===== config.mk =====
export PLATFORM = sky130hd
export DESIGN_NAME = stbt_top
export DESIGN_NICKNAME = d
export VERILOG_FILES = /design/src/logic/stbt_pkg.sv /design/src/logic/stbt_tick_gen.sv /design/src/logic/stbt_shifter.sv /design/src/logic/stbt_top.sv
export SDC_FILE = /design/constraint.sdc
export NUM_CORES = 1
export LEC_CHECK = 0
export BUFFER_PORTS_ARGS = -buffer_cell sky130_fd_sc_hd__buf_2
export CAP_MARGIN = 0
export CORE_ASPECT_RATIO = 1.25
export CORE_MARGIN = 2
export CORE_UTILIZATION = 56
export DETAILED_ROUTE_END_ITERATION = 8
export PLACE_DENSITY = 0.9
export REMOVE_ABC_BUFFERS = 1
export SETUP_SLACK_MARGIN = 0.15
export SYNTH_ARGS = -nofsm -noshare
export SYNTH_HDL_FRONTEND = slang
export SYNTH_SLANG_ARGS = --single-unit

===== constraint.sdc =====
create_clock -name ref_clk -period 3.2 [get_ports ref_clk]
set_clock_uncertainty 0.05 [all_clocks]
set_input_delay 0.48 -clock ref_clk [delete_from_list [all_inputs] [get_ports ref_clk]]
set_output_delay 0.48 -clock ref_clk [all_outputs]
set_load 0.01 [all_outputs]

===== src/logic/stbt_pkg.sv =====
// Constants, field layouts and types for the serial trace byte transmitter.
// Assumes one clock (ref_clk) and a synchronous, active-high reset.
//
// Function
// - A data register write with enable set starts one transfer
// - Byte goes out LSB first, one per transfer
// - Edge select 1 shifts on fall, 0 rise
// - Clock and data idle high between transfers
// - Data read returns last written byte, else 00h
// - Gap field inserts N+1 clock periods between packets
// - Divider select gives 24, 12, 6 MHz; 11 reserved
// - Trace clock divided from 48 MHz ring oscillator
// - Enable bit turns trace clock on, resets off
// - Reset clears every register and all logic
// - Block raises no interrupt at all
`default_nettype none

package stbt_pkg;

  // Register offsets
  localparam logic [7:0] OFS_DATA = 8'h00;
  localparam logic [7:0] OFS_CTRL = 8'h04;

  // Reset values
  localparam logic [7:0] DATA_RST = 8'h00;

  // Control register field positions
  localparam int unsigned GAP_MSB = 6;
  localparam int unsigned GAP_LSB = 4;
  localparam int unsigned DIV_MSB = 3;
  localparam int unsigned DIV_LSB = 2;
  localparam int unsigned EDGE_BIT = 1;
  localparam int unsigned EN_BIT = 0;

  // Divider select codes
  localparam logic [1:0] DIVSEL_24 = 2'h0;
  localparam logic [1:0] DIVSEL_12 = 2'h1;
  localparam logic [1:0] DIVSEL_6 = 2'h2;

  // Clock rates in MHz
  localparam int unsigned RING_MHZ = 48;
  localparam int unsigned TRACE_MHZ_24 = 24;
  localparam int unsigned TRACE_MHZ_12 = 12;
  localparam int unsigned TRACE_MHZ_6 = 6;

  // Ring oscillator rising edges per trace clock half period
  localparam logic [2:0] HALF_24 = 3'(RING_MHZ / (2 * TRACE_MHZ_24));
  localparam logic [2:0] HALF_12 = 3'(RING_MHZ / (2 * TRACE_MHZ_12));
  localparam logic [2:0] HALF_6 = 3'(RING_MHZ / (2 * TRACE_MHZ_6));

  // Bits in one byte, and index of its last half period
  localparam int unsigned BITS_PER_BYTE = 8;
  localparam logic [4:0] LAST_DATA_HALF = 5'(2 * BITS_PER_BYTE - 1);

  // Idle level of both pins
  localparam logic IDLE_LEVEL = 1'b1;

  // Control register contents, bits 6:0
  typedef struct packed {
    logic [2:0] gap;
    logic [1:0] divsel;
    logic edge_sel;
    logic en;
  } stbt_ctrl_s;

  localparam stbt_ctrl_s CTRL_RST = '{gap: 3'h0, divsel: 2'h0,
                                      edge_sel: 1'b0, en: 1'b0};

  // Register port request
  typedef struct packed {
    logic wr;
    logic rd;
    logic [7:0] addr;
    logic [7:0] wdata;
  } stbt_req_s;

  // Transfer sequencer states
  typedef enum logic [1:0] {
    ST_IDLE,
    ST_SEND,
    ST_GAP
  } stbt_state_e;

endpackage : stbt_pkg

`default_nettype wire


===== src/logic/stbt_tick_gen.sv =====
// Trace clock half-period tick generator.
// Assumes the ring oscillator level is synchronous to ref_clk.
`default_nettype none

module stbt_tick_gen (
  input wire logic ref_clk, // System clock
  input wire logic srst, // Synchronous reset
  input wire logic ce, // Clock enable
  input wire logic ring_osc_48m, // Ring oscillator level
  input wire logic run, // Count only while a transfer or its gap runs
  input wire logic [1:0] divsel, // Divider select
  output logic half_tick // One pulse per trace half period
);
  import stbt_pkg::*;

  logic osc_q;
  logic next_osc_q;
  logic [2:0] cnt;
  logic [2:0] next_cnt;
  logic [2:0] half_len;
  logic osc_rise;

  // Half period length and oscillator edge count
  always_comb begin
    unique case (divsel)
      DIVSEL_24: half_len = HALF_24;
      DIVSEL_12: half_len = HALF_12;
      default: half_len = HALF_6; // Reserved code runs as 6 MHz
    endcase
    osc_rise = ring_osc_48m & ~osc_q;
    next_osc_q = ring_osc_48m;
    next_cnt = cnt;
    half_tick = 1'b0;
    if (!run) begin
      next_cnt = 3'h0;
    end else if (osc_rise) begin
      if (cnt + 3'h1 >= half_len) begin
        next_cnt = 3'h0;
        half_tick = ce;
      end else begin
        next_cnt = cnt + 3'h1;
      end
    end
  end

  // Counter registers
  always_ff @(posedge ref_clk) begin
    if (srst) begin
      osc_q <= 1'b0;
      cnt <= 3'h0;
    end else if (ce) begin
      osc_q <= next_osc_q;
      cnt <= next_cnt;
    end
  end

endmodule : stbt_tick_gen

`default_nettype wire


===== src/logic/stbt_shifter.sv =====
// Parallel-to-serial converter driving the trace clock and data pins.
// Assumes the sequencer gives load, step and park one at a time.
`default_nettype none

module stbt_shifter (
  input wire logic ref_clk, // System clock
  input wire logic srst, // Synchronous reset
  input wire logic ce, // Clock enable
  input wire logic park, // Force both pins to idle
  input wire logic load, // Load byte, present bit 0
  input wire logic [7:0] byte_in, // Byte to send
  input wire logic start_clk, // Clock level of first half period
  input wire logic step, // End of a half period
  input wire logic next_bit, // Step also moves to next bit
  output logic trace_clk_out, // Trace clock pin
  output logic trace_data_out // Trace data pin
);
  import stbt_pkg::*;

  logic [7:0] shreg;
  logic [7:0] next_shreg;
  logic next_clk;
  logic next_data;

  // Shift and pin levels
  always_comb begin
    next_shreg = shreg;
    next_clk = trace_clk_out;
    next_data = trace_data_out;
    if (park) begin
      next_clk = IDLE_LEVEL;
      next_data = IDLE_LEVEL;
    end else if (load) begin
      next_shreg = byte_in;
      next_clk = start_clk;
      next_data = byte_in[0]; // LSB first
    end else if (step) begin
      next_clk = ~trace_clk_out;
      if (next_bit) begin
        next_shreg = {1'b0, shreg[7:1]};
        next_data = shreg[1]; // Changes on the selected edge
      end
    end
  end

  // Pin and shift registers
  always_ff @(posedge ref_clk) begin
    if (srst) begin
      shreg <= DATA_RST;
      trace_clk_out <= IDLE_LEVEL;
      trace_data_out <= IDLE_LEVEL;
    end else if (ce) begin
      shreg <= next_shreg;
      trace_clk_out <= next_clk;
      trace_data_out <= next_data;
    end
  end

endmodule : stbt_shifter

`default_nettype wire


===== src/logic/stbt_top.sv =====
// Serial trace byte transmitter: registers, transfer sequencer, pins.
// Assumes a register port master that holds a write until ready is high,
// and a ring oscillator level synchronous to ref_clk.
`default_nettype none

module stbt_top (
  input wire logic ref_clk, // System clock, 250 MHz
  input wire logic srst, // Main well reset, synchronous
  input wire logic ce, // Clock enable, freezes all state
  input wire logic ring_osc_48m, // 48 MHz ring oscillator level
  input wire stbt_pkg::stbt_req_s reg_req, // Register request
  output logic reg_ready, // Request taken this cycle
  output logic [7:0] reg_rdata, // Read data, registered
  output logic reg_rvalid, // Read data valid pulse
  output logic trace_busy, // Transfer or gap in progress
  output logic trace_clk_out, // Trace clock pin
  output logic trace_data_out // Trace data pin
);
  import stbt_pkg::*;

  // Register state
  logic [7:0] trace_byte_out;
  logic [7:0] next_trace_byte_out;
  stbt_ctrl_s trace_port_control;
  stbt_ctrl_s next_trace_port_control;

  // Read return state
  logic [7:0] next_reg_rdata;
  logic next_reg_rvalid;

  // Sequencer state
  stbt_state_e state;
  stbt_state_e next_state;
  logic [4:0] half_cnt;
  logic [4:0] next_half_cnt;

  // Decode and control strobes
  logic hit_data;
  logic hit_ctrl;
  logic data_wr;
  logic ctrl_wr;
  logic half_tick;
  logic park;
  logic load;
  logic step;
  logic next_bit;
  logic [4:0] gap_last;

  // Address decode
  assign hit_data = (reg_req.addr == OFS_DATA);
  assign hit_ctrl = (reg_req.addr == OFS_CTRL);

  // Hold off data writes while a byte or its gap is in flight
  assign reg_ready = !(reg_req.wr && hit_data && state != ST_IDLE);
  assign data_wr = reg_req.wr && hit_data && reg_ready;
  assign ctrl_wr = reg_req.wr && hit_ctrl;

  // Last half period of the inter-packet gap, 2*(N+1)-1
  assign gap_last = {1'b0, trace_port_control.gap, 1'b1};

  assign trace_busy = (state != ST_IDLE);

  // Register writes and read return
  always_comb begin
    next_trace_byte_out = trace_byte_out;
    next_trace_port_control = trace_port_control;
    next_reg_rdata = reg_rdata;
    next_reg_rvalid = reg_req.rd;
    if (data_wr) begin
      next_trace_byte_out = reg_req.wdata;
    end
    if (ctrl_wr) begin
      next_trace_port_control.gap = reg_req.wdata[GAP_MSB:GAP_LSB];
      next_trace_port_control.divsel =
        reg_req.wdata[DIV_MSB:DIV_LSB];
      next_trace_port_control.edge_sel = reg_req.wdata[EDGE_BIT];
      next_trace_port_control.en = reg_req.wdata[EN_BIT];
    end
    if (reg_req.rd) begin
      if (hit_data) begin
        next_reg_rdata = trace_byte_out;
      end else if (hit_ctrl) begin
        next_reg_rdata = {1'b0, trace_port_control}; // Bit 7 reads 0
      end else begin
        next_reg_rdata = 8'h00;
      end
    end
  end

  // Register file
  always_ff @(posedge ref_clk) begin
    if (srst) begin
      trace_byte_out <= DATA_RST;
      trace_port_control <= CTRL_RST;
      reg_rdata <= 8'h00;
      reg_rvalid <= 1'b0;
    end else if (ce) begin
      trace_byte_out <= next_trace_byte_out;
      trace_port_control <= next_trace_port_control;
      reg_rdata <= next_reg_rdata;
      reg_rvalid <= next_reg_rvalid;
    end
  end

  // Transfer sequencer
  always_comb begin
    next_state = state;
    next_half_cnt = half_cnt;
    park = 1'b0;
    load = 1'b0;
    step = 1'b0;
    next_bit = 1'b0;
    if (!trace_port_control.en) begin
      next_state = ST_IDLE;
      next_half_cnt = 5'h00;
      park = 1'b1;
    end else begin
      unique case (state)
        ST_IDLE: begin
          if (data_wr) begin
            next_state = ST_SEND;
            next_half_cnt = 5'h00;
            load = 1'b1;
          end
        end
        ST_SEND: begin
          if (half_tick) begin
            if (half_cnt == LAST_DATA_HALF) begin
              next_state = ST_GAP; // Exactly one byte
              next_half_cnt = 5'h00;
              park = 1'b1;
            end else begin
              step = 1'b1;
              next_bit = half_cnt[0]; // New bit after two halves
              next_half_cnt = half_cnt + 5'h01;
            end
          end
        end
        ST_GAP: begin
          if (half_tick) begin
            if (half_cnt == gap_last) begin
              next_state = ST_IDLE;
              next_half_cnt = 5'h00;
            end else begin
              next_half_cnt = half_cnt + 5'h01;
            end
          end
        end
      endcase
    end
  end

  // Sequencer registers
  always_ff @(posedge ref_clk) begin
    if (srst) begin
      state <= ST_IDLE;
      half_cnt <= 5'h00;
    end else if (ce) begin
      state <= next_state;
      half_cnt <= next_half_cnt;
    end
  end

  // Trace clock timing from the ring oscillator
  stbt_tick_gen u_tick (
    .ref_clk(ref_clk),
    .srst(srst),
    .ce(ce),
    .ring_osc_48m(ring_osc_48m),
    .run(state != ST_IDLE),
    .divsel(trace_port_control.divsel),
    .half_tick(half_tick)
  );

  // Edge select 0 starts high so bits change on rising edges
  stbt_shifter u_shift (
    .ref_clk(ref_clk),
    .srst(srst),
    .ce(ce),
    .park(park),
    .load(load),
    .byte_in(reg_req.wdata),
    .start_clk(~trace_port_control.edge_sel),
    .step(step),
    .next_bit(next_bit),
    .trace_clk_out(trace_clk_out),
    .trace_data_out(trace_data_out)
  );

  // No interrupt output exists on this block

endmodule : stbt_top

`default_nettype wire


Word-level counts from Yosys, hierarchy flattened
Cells that the tools add are included.
W data, S select, Z words.
{ "word_totals": {"register_bits": 45, "romBits": 0, "ramBits": 0, "latch_bits": 0, "inputBits": 22, "memories": 0} }
{ "op_classes": {"n_mul": 0, "div_mod_pow": 0, "n_mux": 48, "eq_ne": 12, "shifts": 0, "bitwise_logic": 5, "n_lt_le_gt_ge": 1, "addsub": 2, "n_reduce_logical": 22} }
{ "ops": {"columns": ["op", "count"], "rows": [
  ["$mux W8", 4],
  ["$mux W5", 6],
  ["$mux W1", 25],
  ["$ne A3 B3 Y1 const B", 5],
  ["$pmux W5 S3", 1],
  ["$mux W2", 6],
  ["$reduce_and A2 Y1", 5],
  ["$mux W3", 3],
  ["$eq A8 B3 Y1 const B", 1],
  ["$logic_not A8 Y1", 1],
  ["$reduce_and A4 Y1", 2],
  ["$mux W7", 1],
  ["$pmux W2 S3", 1],
  ["$pmux W3 S2", 1],
  ["$reduce_and A6 Y1", 1],
  ["$reduce_bool A2 Y1", 3],
  ["$reduce_bool A3 Y1", 2],
  ["$add A5 B1 Y5 const B", 1],
  ["$eq A5 B4 Y1", 1],
  ["$eq A5 B4 Y1 const B", 1],
  ["$eq A2 B1 Y1 const B", 2],
  ["$logic_and A1 B1 Y1", 4],
  ["$logic_not A2 Y1", 2],
  ["$not A1 Y1", 4],
  ["7 further kinds", 7]
]} }

Longest topological paths before layout
{ "logic_depth": {"ltp_word": 13, "mapped_depth": 9, "ltp_nobuf": 9} }

Modules after synthesis
From an unflattened synthesis, not the netlist that was laid out.
{ "hier_totals": {"cells_unflattened": 244, "area_unflattened_um2": 2316.0} }
{ "by_module_without_submodules": {"columns": ["module", "instances", "seq_area_each_um2", "cells_each", "area_each_um2"], "rows": [
  ["stbt_top", 1, 620.6, 162, 1535.2],
  ["stbt_shifter", 1, 180.2, 49, 489.2],
  ["stbt_tick_gen", 1, 80.1, 33, 291.5]
]} }

Least setup slack after synthesis
Ideal clock, no wire load.
{ "synth_path": {"path_kind": "register -> register", "start": "register u_tick.cnt[0]", "end": "register state[0]", "path_stages_with_launch": 9, "setup_ns": 0.092, "required_time_ns": 3.058, "path_slack_ns": 0.939, "arrival_time_ns": 2.119, "path_cell_list": "dfxtp_1 -> ha_1 -> xor2_1 -> ha_1 -> a21o_1 -> a31oi_1 -> o221a_2 -> or4b_4 -> o32ai_1"} }
{ "synth_via": {"elab_chain_cells": 7} }
{ "synth_rtl": {"columns": ["item", "line_no", "source"], "rows": [
  ["start, declared", "stbt_tick_gen.sv:18", "logic [2:0] cnt;"],
  ["start signal, assigned", "stbt_tick_gen.sv:53", "cnt <= next_cnt;"],
  ["$add A3 B1 Y3 *", "stbt_tick_gen.sv:37", "if (cnt + 3'h1 >= half_len) begin"],
  ["$ge A3 B3 Y1 *", "stbt_tick_gen.sv:37", null],
  ["$mux W1 *", "stbt_tick_gen.sv:37", null],
  ["$mux W1 *", "stbt_tick_gen.sv:36", "end else if (osc_rise) begin"],
  ["$mux W1 *", "stbt_tick_gen.sv:34", "if (!run) begin"],
  ["$ne A3 B3 Y1 (no source line)", null, null],
  ["$reduce_and A6 Y1 (no source line) *", null, null],
  ["end signal, assigned", "stbt_top.sv:159", "state <= next_state;"],
  ["end, declared", "stbt_top.sv:32", "stbt_state_e state;"]
]} }
Mark *: on every way between the ends. The rest lies on a longest branch, timed or not.
A chain may end at the register's enable or synchronous reset.

Final worst setup path
{ "layout_path": {"start": "register u_tick.cnt[0]", "end": "register u_shift.shreg[7]"} }
{ "layout_via": {"elab_chain_cells": 10} }
{ "layout_rtl": {"columns": ["item", "line_no", "source"], "rows": [
  ["$add A3 B1 Y3 *", "stbt_tick_gen.sv:37", null],
  ["$ge A3 B3 Y1 *", "stbt_tick_gen.sv:37", null],
  ["$mux W1 *", "stbt_tick_gen.sv:37", null],
  ["$mux W1 *", "stbt_tick_gen.sv:36", null],
  ["$mux W1 *", "stbt_tick_gen.sv:34", null],
  ["$mux W1", "stbt_top.sv:127", "if (half_tick) begin"],
  ["$mux W1", "stbt_top.sv:118", "unique case (state)"],
  ["$mux W1", "stbt_top.sv:113", "if (!trace_port_control.en) begin"],
  ["$reduce_bool A2 Y1 (no source line) or $not A1 Y1 (tied branches)", null, null],
  ["$reduce_and A4 Y1 (no source line) *", null, null],
  ["end signal, assigned", "stbt_shifter.sv:53", "shreg <= next_shreg;"],
  ["end, declared", "stbt_shifter.sv:20", "logic [7:0] shreg;"]
]} }
Marks and branches as above.

==> run summary <==
Tmin final: 2.59 ns
largest net degree at the start of global routing: 29
DP HPWL: 3810 µm
gr ovfl total: 0
final wirelength: 5130 µm
#FFs+latches synth: 44
CTS resizes: 0
Hold Crit Class: input port to register
Synth warnings: 0
RSZ-0062 raised after global routing: no
clk slew on worst S/H paths: 0.09 ns
Sequential Power Share: 52.2%
synth unique cells: 48
number of global-route vias before repair: 1,977
CP bufs+invs: 0
Slowest cell on crit path: o31ai_2
Post-synth EDFFs: 0
Crit Path Class: register to register
Max VDD drop: 0.199 mV
Die Area: 4720 µm²
GP Congestion: 0.871
# IOs: 35
Final period util: 80.9%
first-pass GRT wire length: 8740 µm
vias per cell: 5.90
ANT cells: 0
H-tree depth: 2
Syn-to-layout area delta: 12.5%
setup bufs post-CTS: 0
final core utilization: 64.8%
CP max stage delay: 0.63 ns
Initial Utilization: 57.6%
Register Area: 881 µm²
CP most frequent cell: ha_1
synthesized area per cell: 8.74 µm²
measured slew at the worst slew-check pin: 0.615 ns
switching share of power: 23.5%
Root Buffer: clkbuf_8
Max Clock Freq: 386 MHz
routed length per placed instance: 14.6 µm
P per Cell Area: 405 nW/µm²
drc violations: 0
core region area: 4070 µm²
Fin. Hold Viols: 0
Fillers: 316
Total GRT Usage: 23.9%
TritonCTS Buffers: 5
most frequent cell after synthesis: dfxtp_1
Vert. Die Dim: 76.3 µm
CP delay by family, top: compound AO/OA/AOI/OAI gates
P_int: 0.000815 W
Synth area leader: dfxtp_1
CTS tree: yes
area of the multi-input gates: 1310 µm²
first drt pass iteration count: 4
initial antenna violation count: 0
max_slew headroom: 58.7%
Setup TNS Final: 0 ns
Switching Power: 0.000251 W
Comb power frac: 6.7%
critical path fanouts, max: 9
endpoints failing setup: 0
crit path cell chain: ha_1 > xor2_1 > ha_1 > a21o_1 > a31oi_1 > o31ai_2 > o21ai_0 > o221a_2
IO Port Bufs: 34
post-route ant nets: 0
Hold Buf Count CTS: 0
sequential fraction of the synthesis area: 37.6%
P_leak: 1.00 nW
cell count after synthesis: 268
main area contributors after synthesis: dfxtp_1, mux2i_1, ha_1, nor2_1, nand2_1
CP Data Required Time: 3.34 ns
chip width: 61.8 µm
startpoint types: register
top cells by count, synth: dfxtp_1, nor2_1, nand2_1
Starting DRT DRC Count: 149
share of cells above drive strength 1: 19.3%
asr flop ratio synth: 0%
Site Rows: 26
clk sink count: 44
Vias: 2,077
Worst-Skew Late Latency: 0.30 ns
status: complete, no violations
top cell type's share of synthesized area: 37.6%
Worst Setup End Kind: register
Synth Flop Type: dfxtp_1
Max clock buf depth: 2
clock share of power: 41.1%
Slew Viols, Final: 0
Arr. time, crit path: 2.73 ns
fin nets: 328
max-capacitance violation count: 0
Syn Std Cell Area: 2340 µm²
-- placed cells by master (no fill, tap or decap), drive strengths merged, types with 8 or more instances in the layout --
master	instances
a21oi	13
buf	36
nor2	24
nand2	23
dfxtp	44
ha	11
nand3	8
mux2i	15
a22oi	9
a211oi	10
o21ai	12
inv	21
-- state kept, by name, indices dropped and copies added (netlist names), 2 cells and up --
name	flops
u_tick.cnt	3
trace_port_control	4
u_shift.shreg	7
half_cnt	5
state	2
gap_last	3
trace_byte_out	8
reg_rdata	8
-- cell families (layout without fill, tap and decap cells) --
family	Yosys count	after routing	share of synthesized area, %
fa+ha+maj	11	11	5.88
simple gates	86	86	20.0
buf+inv	36	64	6.52
xor+xnor	4	4	1.50
compound gates	72	72	22.0
mux	15	15	6.41
flops	44	44	37.6
-- worst register-to-register path, stage by stage (launching register included) --
cell and delay (ns):
dfxtp_1 0.35, ha_1 0.21, xor2_1 0.15, ha_1 0.31
a21o_1 0.12, a31oi_1 0.10, o31ai_2 0.63, o21ai_0 0.25
o221a_2 0.30
-- stage by stage --
| stage | area, µm² | total power (W) | instances | hold slack (ns) | setup slack [ns] |
|---|---|---|---|---|---|
| floorplan | 2260 | 0.000597 | 252 | 0.376 | 0.939 |
| global placement | 2520 | 0.000638 | 344 | 0.388 | 0.787 |
| detailed placement | 2520 | 0.000640 | 344 | 0.397 | 0.723 |
| CTS | 2630 | 0.00107 | 352 | 0.382 | 0.633 |
| global route | 2630 | 0.00110 | 352 | 0.385 | 0.501 |
| finish | 2630 | 0.00107 | 352 | 0.385 | 0.610 |
-- power groups by stage --
stage	Combinational (W)	Sequential (W)	Clock [W]
after floorplan	0.0000247	0.000572	0
after global placement	0.0000693	0.000569	0
after detailed placement	0.0000707	0.000569	0
after CTS	0.0000714	0.000556	0.000444
after global routing	0.0000802	0.000558	0.000459
final	0.0000717	0.000556	0.000438
-- final cells by class --
cell class / count / share of cell area, %
multi-input combinational: 188 / 49.6
clock buffer: 5 / 2.61
sequential: 44 / 33.4
inverter: 20 / 2.85
tap: 56 / 2.66
timing repair buffer: 36 / 7.03
clock inverter: 3 / 1.76
-- routing by layer --
metal | global-route usage [%] | wire length [µm]
met5 | 0 | 0
met3 | 5.26 | 300
met1 | 28.7 | 2090
met2 | 40.2 | 2590
met4 | 8.94 | 151
-- final timing paths --
kind	from	endpoint	slack, ns	cells past startpoint
hold reg to reg	trace_byte_out[3]	trace_byte_out[3]	0.40	2
setup reg to reg	u_tick.cnt[0]	u_shift.shreg[7]	0.61	8
setup / recovery	u_tick.cnt[0]	u_shift.shreg[7]	0.61	8
hold / removal	reg_req[7]	trace_byte_out[7]	0.38	3
(Power assumes the default switching activity.)
